File: config.mk
export PLATFORM = sky130hd
export DESIGN_NAME = t2rc_timer
export DESIGN_NICKNAME = d
export VERILOG_FILES = /design/src/t2rc_pkg.sv /design/src/t2rc_edge_if.sv /design/src/t2rc_edge_sync.sv /design/src/t2rc_timer.sv
export SDC_FILE = /design/constraint.sdc
export NUM_CORES = 1
export LEC_CHECK = 0
export ABC_AREA = 1
export ABC_CLOCK_PERIOD_IN_PS = 2300
export BUFFER_PORTS_ARGS = -buffer_cell sky130_fd_sc_hd__buf_2
export CAP_MARGIN = 20
export CORE_MARGIN = 8
export CORE_UTILIZATION = 40
export DETAILED_ROUTE_END_ITERATION = 8
export MAX_ROUTING_LAYER = met4
export PLACE_DENSITY = 0.63
export REMOVE_ABC_BUFFERS = 1
export SLEW_MARGIN = 40
export SYNTH_ARGS = -nofsm -noshare
export SYNTH_HDL_FRONTEND = slang
export SYNTH_SLANG_ARGS = --single-unit
File: constraint.sdc
create_clock -name clk -period 2.3 [get_ports clk]
set_input_delay 0.46 -clock clk [delete_from_list [all_inputs] [get_ports clk]]
set_output_delay 0.46 -clock clk [all_outputs]
set_load 0.02 [all_outputs]
File: src/t2rc_pkg.sv
// Constants shared by the reload and capture timer
package t2rc_pkg;
  localparam int         BYTE_W      = 8;
  localparam logic [7:0] BYTE_MAX    = 8'hff;
  localparam logic [7:0] BYTE_RESET  = 8'h00;
  localparam logic [7:0] CTL_RESET   = 8'h00;
  localparam logic [7:0] BYTE_ONE    = 8'h01;
  // Control register field positions
  localparam int         CTL_HOVF    = 7;
  localparam int         CTL_LOVF    = 6;
  localparam int         CTL_LIEN    = 5;
  localparam int         CTL_CEN     = 4;
  localparam int         CTL_SPLIT   = 3;
  localparam int         CTL_RUN     = 2;
  localparam int         CTL_XCLK_HI = 1;
  localparam int         CTL_XCLK_LO = 0;
  // External clock select codes
  localparam logic [1:0] XCLK_DIV12  = 2'h0;
  localparam logic [1:0] XCLK_RTC    = 2'h1;
  localparam logic [1:0] XCLK_RSVD   = 2'h2;
  localparam logic [1:0] XCLK_CMP    = 2'h3;
  // Prescaler ratios
  localparam int         SYS_DIV     = 12;
  localparam int         RTC_DIV     = 8;
  localparam int         SYS_DIV_W   = 4;
  localparam int         RTC_DIV_W   = 3;
endpackage : t2rc_pkg

File: src/t2rc_edge_if.sv
// Synchronised level and rising-edge pulse of a slow source
`timescale 1ns/100ps
`default_nettype none
interface t2rc_edge_if;
  logic level;
  logic rise;
  modport src (output level, output rise);
  modport dst (input level, input rise);
endinterface : t2rc_edge_if
`default_nettype wire

File: src/t2rc_edge_sync.sv
// Two-flop synchroniser with rising-edge detector
`timescale 1ns/100ps
`default_nettype none
module t2rc_edge_sync (
  input  wire logic clk,
  input  wire logic reset,
  input  wire logic async_in,
  t2rc_edge_if.src  edge_out
);
  logic meta;
  logic sync;
  logic prev;

  // Second flop alone reads the first
  always_ff @(posedge clk) begin
    if (reset) begin
      meta <= 1'b0;
      sync <= 1'b0;
      prev <= 1'b0;
    end else begin
      meta <= async_in;
      sync <= meta;
      prev <= sync;
    end
  end

  // One pulse per source rising edge
  assign edge_out.level = sync;
  assign edge_out.rise  = sync & ~prev;
endmodule : t2rc_edge_sync
`default_nettype wire

File: src/t2rc_timer.sv
// Sixteen-bit or split auto-reload timer with capture mode
`timescale 1ns/100ps
`default_nettype none
module t2rc_timer
  import t2rc_pkg::*;
(
  input  wire logic        clk,
  input  wire logic        reset,
  input  wire logic [7:0]  wdata,
  input  wire logic        wr_count_low,
  input  wire logic        wr_count_high,
  input  wire logic        wr_reload_low,
  input  wire logic        wr_reload_high,
  input  wire logic        wr_control,
  input  wire logic        high_byte_clock_sel,
  input  wire logic        low_byte_clock_sel,
  input  wire logic        timer_irq_enable,
  input  wire logic        rtc_clock,
  input  wire logic        comparator0,
  output logic      [7:0]  count_low_byte,
  output logic      [7:0]  count_high_byte,
  output logic      [7:0]  reload_low_byte,
  output logic      [7:0]  reload_high_byte,
  output logic      [7:0]  timer_control_reg,
  output logic             irq_request
);
  t2rc_edge_if rtc_if ();
  t2rc_edge_if cmp_if ();
  logic [SYS_DIV_W-1:0] sys_div_cnt;
  logic [RTC_DIV_W-1:0] rtc_div_cnt;

  // Synchronise both slow sources
  t2rc_edge_sync u_rtc_sync (
    .clk      (clk),
    .reset    (reset),
    .async_in (rtc_clock),
    .edge_out (rtc_if.src)
  );
  t2rc_edge_sync u_cmp_sync (
    .clk      (clk),
    .reset    (reset),
    .async_in (comparator0),
    .edge_out (cmp_if.src)
  );

  // Control fields
  wire       split    = timer_control_reg[CTL_SPLIT];
  wire       run      = timer_control_reg[CTL_RUN];
  wire       cen      = timer_control_reg[CTL_CEN];
  wire       lien     = timer_control_reg[CTL_LIEN];
  wire [1:0] xclk     = timer_control_reg[CTL_XCLK_HI:CTL_XCLK_LO];

  // Prescaler ticks
  wire div12_tick = (sys_div_cnt == SYS_DIV_W'(SYS_DIV - 1));
  wire rtc8_tick  = rtc_if.rise && (rtc_div_cnt == RTC_DIV_W'(RTC_DIV - 1));

  // External clock chosen by field; reserved code never ticks
  wire ext_tick = (xclk == XCLK_DIV12) ? div12_tick :
                  (xclk == XCLK_RTC)   ? rtc8_tick  :
                  (xclk == XCLK_CMP)   ? cmp_if.rise : 1'b0;
  wire tick_l   = low_byte_clock_sel  ? 1'b1 : ext_tick;
  wire tick_h   = high_byte_clock_sel ? 1'b1 : ext_tick;

  // Capture trigger picked by upper select bit
  wire cap_evt  = cen && (xclk[CTL_XCLK_HI] ? cmp_if.rise : rtc8_tick);

  // Advance and wrap decode
  wire l_full   = (count_low_byte == BYTE_MAX);
  wire h_full   = (count_high_byte == BYTE_MAX);
  wire adv_l    = split ? tick_l : (run && tick_l);
  wire adv_h    = split ? (run && tick_h) : (run && tick_l && l_full);
  wire wrap_l   = adv_l && l_full;
  wire wrap_h   = adv_h && h_full;
  wire wrap16   = !split && wrap_l && h_full;
  wire reload_l = !cen && (split ? wrap_l : wrap16);
  wire reload_h = !cen && wrap_h;

  // Next count values; software write wins over counting
  wire [7:0] next_low  = wr_count_low  ? wdata :
                         reload_l      ? reload_low_byte :
                         adv_l         ? 8'(count_low_byte + BYTE_ONE) : count_low_byte;
  wire [7:0] next_high = wr_count_high ? wdata :
                         reload_h      ? reload_high_byte :
                         adv_h         ? 8'(count_high_byte + BYTE_ONE) : count_high_byte;

  // Flag sets; a hardware set beats a same-cycle clear
  wire hov_set  = (!cen && wrap_h) || cap_evt;
  wire lov_set  = wrap_l;
  wire next_hov = hov_set || (wr_control ? wdata[CTL_HOVF] : timer_control_reg[CTL_HOVF]);
  wire next_lov = lov_set || (wr_control ? wdata[CTL_LOVF] : timer_control_reg[CTL_LOVF]);
  wire [5:0] next_cfg = wr_control ? wdata[CTL_LIEN:0] : timer_control_reg[CTL_LIEN:0];
  wire next_lien = next_cfg[CTL_LIEN];
  wire next_irq  = timer_irq_enable && (next_hov || (next_lien && next_lov));

  // Prescaler counters
  always_ff @(posedge clk) begin
    if (reset) begin
      sys_div_cnt <= '0;
      rtc_div_cnt <= '0;
    end else begin
      sys_div_cnt <= div12_tick ? '0 : SYS_DIV_W'(sys_div_cnt + 1'b1);
      if (rtc_if.rise) begin
        rtc_div_cnt <= RTC_DIV_W'(rtc_div_cnt + 1'b1);
      end
    end
  end

  // Count, control and interrupt registers
  always_ff @(posedge clk) begin
    if (reset) begin
      count_low_byte    <= BYTE_RESET;
      count_high_byte   <= BYTE_RESET;
      timer_control_reg <= CTL_RESET;
      irq_request       <= 1'b0;
    end else begin
      count_low_byte    <= next_low;
      count_high_byte   <= next_high;
      timer_control_reg <= {next_hov, next_lov, next_cfg};
      irq_request       <= next_irq;
    end
  end

  // Reload pair; a capture beats a software write
  always_ff @(posedge clk) begin
    if (reset) begin
      reload_low_byte  <= BYTE_RESET;
      reload_high_byte <= BYTE_RESET;
    end else if (cap_evt) begin
      reload_low_byte  <= count_low_byte;
      reload_high_byte <= count_high_byte;
    end else begin
      if (wr_reload_low) begin
        reload_low_byte <= wdata;
      end
      if (wr_reload_high) begin
        reload_high_byte <= wdata;
      end
    end
  end

  wire no_cnt_wr = !wr_count_low && !wr_count_high;
endmodule : t2rc_timer
`default_nettype wire

==> impl_metrics.py <==
metrics = {
    "run": {
        "drv_cap": 0,
    },
    "synth": {
        "synth_ff_type": "dfxtp_1",
        "yosys_register_bits": 54,
        "syn_area_per_cell_sq_um": 7.12,
        "synth_cell_type_count": 40,
        "synth_edf_count": 0,
        "seq_area_frac_synth": 0.380,
        "ys_warn_count": 0,
        "synthArstFlopShare": 0,
        "syn_area_sq_um": 2850,
        "syn_inst": 400,
    },
    "placed_design": {
        "dpl-instance-area_sq_um": 3290,
        "pre_cts_ws_ps": 306,
        "gp_congestion": 0.878,
        "io_buffers": 60,
        "hpwl_microns": 6400,
    },
    "pwr": {
        "peakVddDrop_uv": 217,
        "switching_share": 0.314,
        "power_frac_clock": 0.284,
        "leakage_nw": 1.68,
        "p_per_area_nw_per_um2": 591,
        "internal-power_mw": 1.37,
        "seq_power_share": 0.524,
        "power.switching_mw": 0.630,
        "comb_power_share": 0.192,
    },
    "final_layout": {
        "seq_area_sq_um": 1080,
        "nets": 491,
        "drive_gt1_frac": 0.229,
        "finish.instance_area_sq_um": 3390,
        "post-route-util": 0.496,
        "n_antenna_cell": 0,
        "fill_cells": 739,
        "syn2layout_area_growth_pct": 18.9,
        "multi_input_area_sq_um": 1460,
    },
    "clock_network": {
        "clk_latency_ps": 310,
        "cts_num_sinks": 54,
        "clk_pin_slew_worst_paths_ps": 100,
        "ctsHoldBuffers": 0,
        "clock_path_buffers": 2,
        "cts_tree": "built",
        "root_buffer": "clkbuf_8",
        "cts_made_buffers": 5,
        "cts_resized": 0,
        "post-cts-setup-buffers": 0,
        "h-tree-depth": 2,
    },
    "timing": {
        "fin_ws_ps": 288,
        "rsz0062_at_grt": "false",
        "fin_crit_sh": 0.875,
        "hold_viol_final": 0,
        "drv_slew": 0,
        "worst_slew_pin_slew_ps": 408,
        "finalClockSkew_ps": 8.29,
        "max_freq_mhz": 497,
        "final.min_clock_period_ps": 2010,
        "slew-limit-headroom": 0.727,
        "finalSetupViolCount": 0,
        "final.setup.tns_ps": 0,
    },
    "worst_setup_path": {
        "cp-startpoint": "rtc_div_cnt[0]",
        "crit_fanout": 8,
        "worstSetupStartpointType": "register",
        "crit_top_cell": "nand2_1",
        "arrival_ps": 2220,
        "reg2reg_from": "rtc_div_cnt[0]",
        "cp.required_ps": 2510,
        "critical_path_class": "reg2reg",
        "end_kind": "register",
        "slowest_stage": "dfxtp_1",
        "slowest_delay_ps": 350,
        "cp_cell_sequence": "ha_1, ha_1, nand2_1, o21ai_2, nand2_1, nand2_1, inv_1, nand2_1, o21ai_0, o21ai_0, inv_1",
    },
    "drt": {
        "wl_microns": 8280,
        "antenna_left": 0,
        "vias": 2801,
        "wire_per_inst_microns": 14.7,
        "first_pass_iters": 4,
        "vias_per_cell": 4.98,
        "first_iter_violations": 160,
        "drc": 0,
    },
    "die": {
        "core_area_sq_um": 6830,
        "dieArea_sq_um": 10100,
        "start_util": 0.417,
        "die_height_microns": 100,
        "fp.dieW_microns": 100,
        "num_rows": 30,
        "num_io_pins": 61,
    },
    "global_route": {
        "grt_pass1_wl_microns": 13600,
        "overflow": 0,
        "grt_antenna_before_repair": 0,
        "grt.total_usage": 0.173,
        "grt_pass1_vias": 2760,
        "grt_max_degree": 22,
    },
    "worst_hold_path": {
        "worstHoldPathType": "in2reg",
        "min_from": "rtc_clock",
    },
    "outcome": {
        "status": "completed",
    },
}
## synthesized netlist by cell type, drive strengths merged (3+ instances only)
library cell  number  area share
nand2             76        0.11
inv               64       0.084
dfxtp             54        0.38
nor2              44       0.064
o21ai             33       0.061
nand3             30       0.062
a21oi             28       0.049
a22oi              8       0.021
clkbuf             8       0.011
xor2               8       0.025
a21boi             5       0.013
ha                 5       0.022
o221ai             5       0.015
o22ai              5       0.011
buf                3      0.0075
clkinv             3      0.0044
nand4              3      0.0088
nor3               3      0.0092
o21a               3      0.0079
or2                3      0.0066
## worst paths after layout
check,end,slack (ps),depth (start not counted)
worst max-delay path,reload_low_byte[0],290,11
worst min-delay path,u_rtc_sync.meta,340,3
worst max register to register,reload_low_byte[0],290,11
worst min register to register,u_cmp_sync.edge_out.level,410,2
## per-layer routing
| layer | track usage | vias to the layer above | wire (microns) |
|---|---|---|---|
| met5 | - | - | 0 |
| li1 | - | 1432 | - |
| met1 | 0.215 | 1244 | 3610 |
| met3 | 0.0339 | 13 | 712 |
| met4 | 0.0733 | 0 | 201 |
| met2 | 0.267 | 112 | 3760 |
## cell families after synthesis
| logic type | share of synthesized area |
|---|---|
| adder cells (fa/ha/maj) | 0.0220 |
| AO/OA/AOI/OAI | 0.193 |
| AND/OR/NAND/NOR | 0.264 |
| multiplexers | 0.00352 |
| flip-flops | 0.380 |
| XOR/XNOR | 0.0308 |
| buffers and inverters | 0.107 |
## critical path, delay by kind of cell (launching register included)
kind,cells,cell delay [ps]
fa+ha+maj,2,310
buf+inv,2,210
flops,1,350
simple gates,4,570
compound gates,3,470
## metrics by stage
step | hold WS [ps] | power [mW] | std cells
after global placement | 390 | 1.45 | 555
after global routing | 341 | 2.11 | 563
after detailed placement | 395 | 1.46 | 555
after CTS | 329 | 2.02 | 563
final | 338 | 2.00 | 563
after floorplan | 388 | 1.30 | 389
## cell usage in the layout, fill, tap and decap left out, drive strengths merged, types with 3 or more instances in the layout
| cell | instances |
|---|---|
| or2 | 3 |
| nor3 | 3 |
| nand2 | 76 |
| o21ai | 33 |
| o22ai | 5 |
| a21boi | 5 |
| clkinv | 4 |
| buf | 70 |
| nor2 | 44 |
| nand3 | 30 |
| nand4 | 3 |
| xor2 | 8 |
| inv | 64 |
| dfxtp | 54 |
| a21oi | 28 |
| o21a | 3 |
| o221ai | 5 |
| ha | 5 |
| a22oi | 8 |
| clkbuf | 6 |
## power groups by stage
stage               clock (mW)  sequential, mW  combinational, mW
floorplan                    0            1.12              0.181
global placement             0            1.07              0.381
global route             0.623            1.06              0.427
finish                   0.568            1.05              0.384
CTS                      0.586            1.05              0.387
detailed placement           0            1.07              0.386
## final cells by class
cell class	instances	share of cell area
clock buffer	6	0.0244
clock inverter	2	0.00370
inverter	67	0.0746
multi-input combinational	268	0.432
sequential	54	0.319
tap	96	0.0355
timing repair buffer	70	0.111
Power figures use the tool's default switching activity.
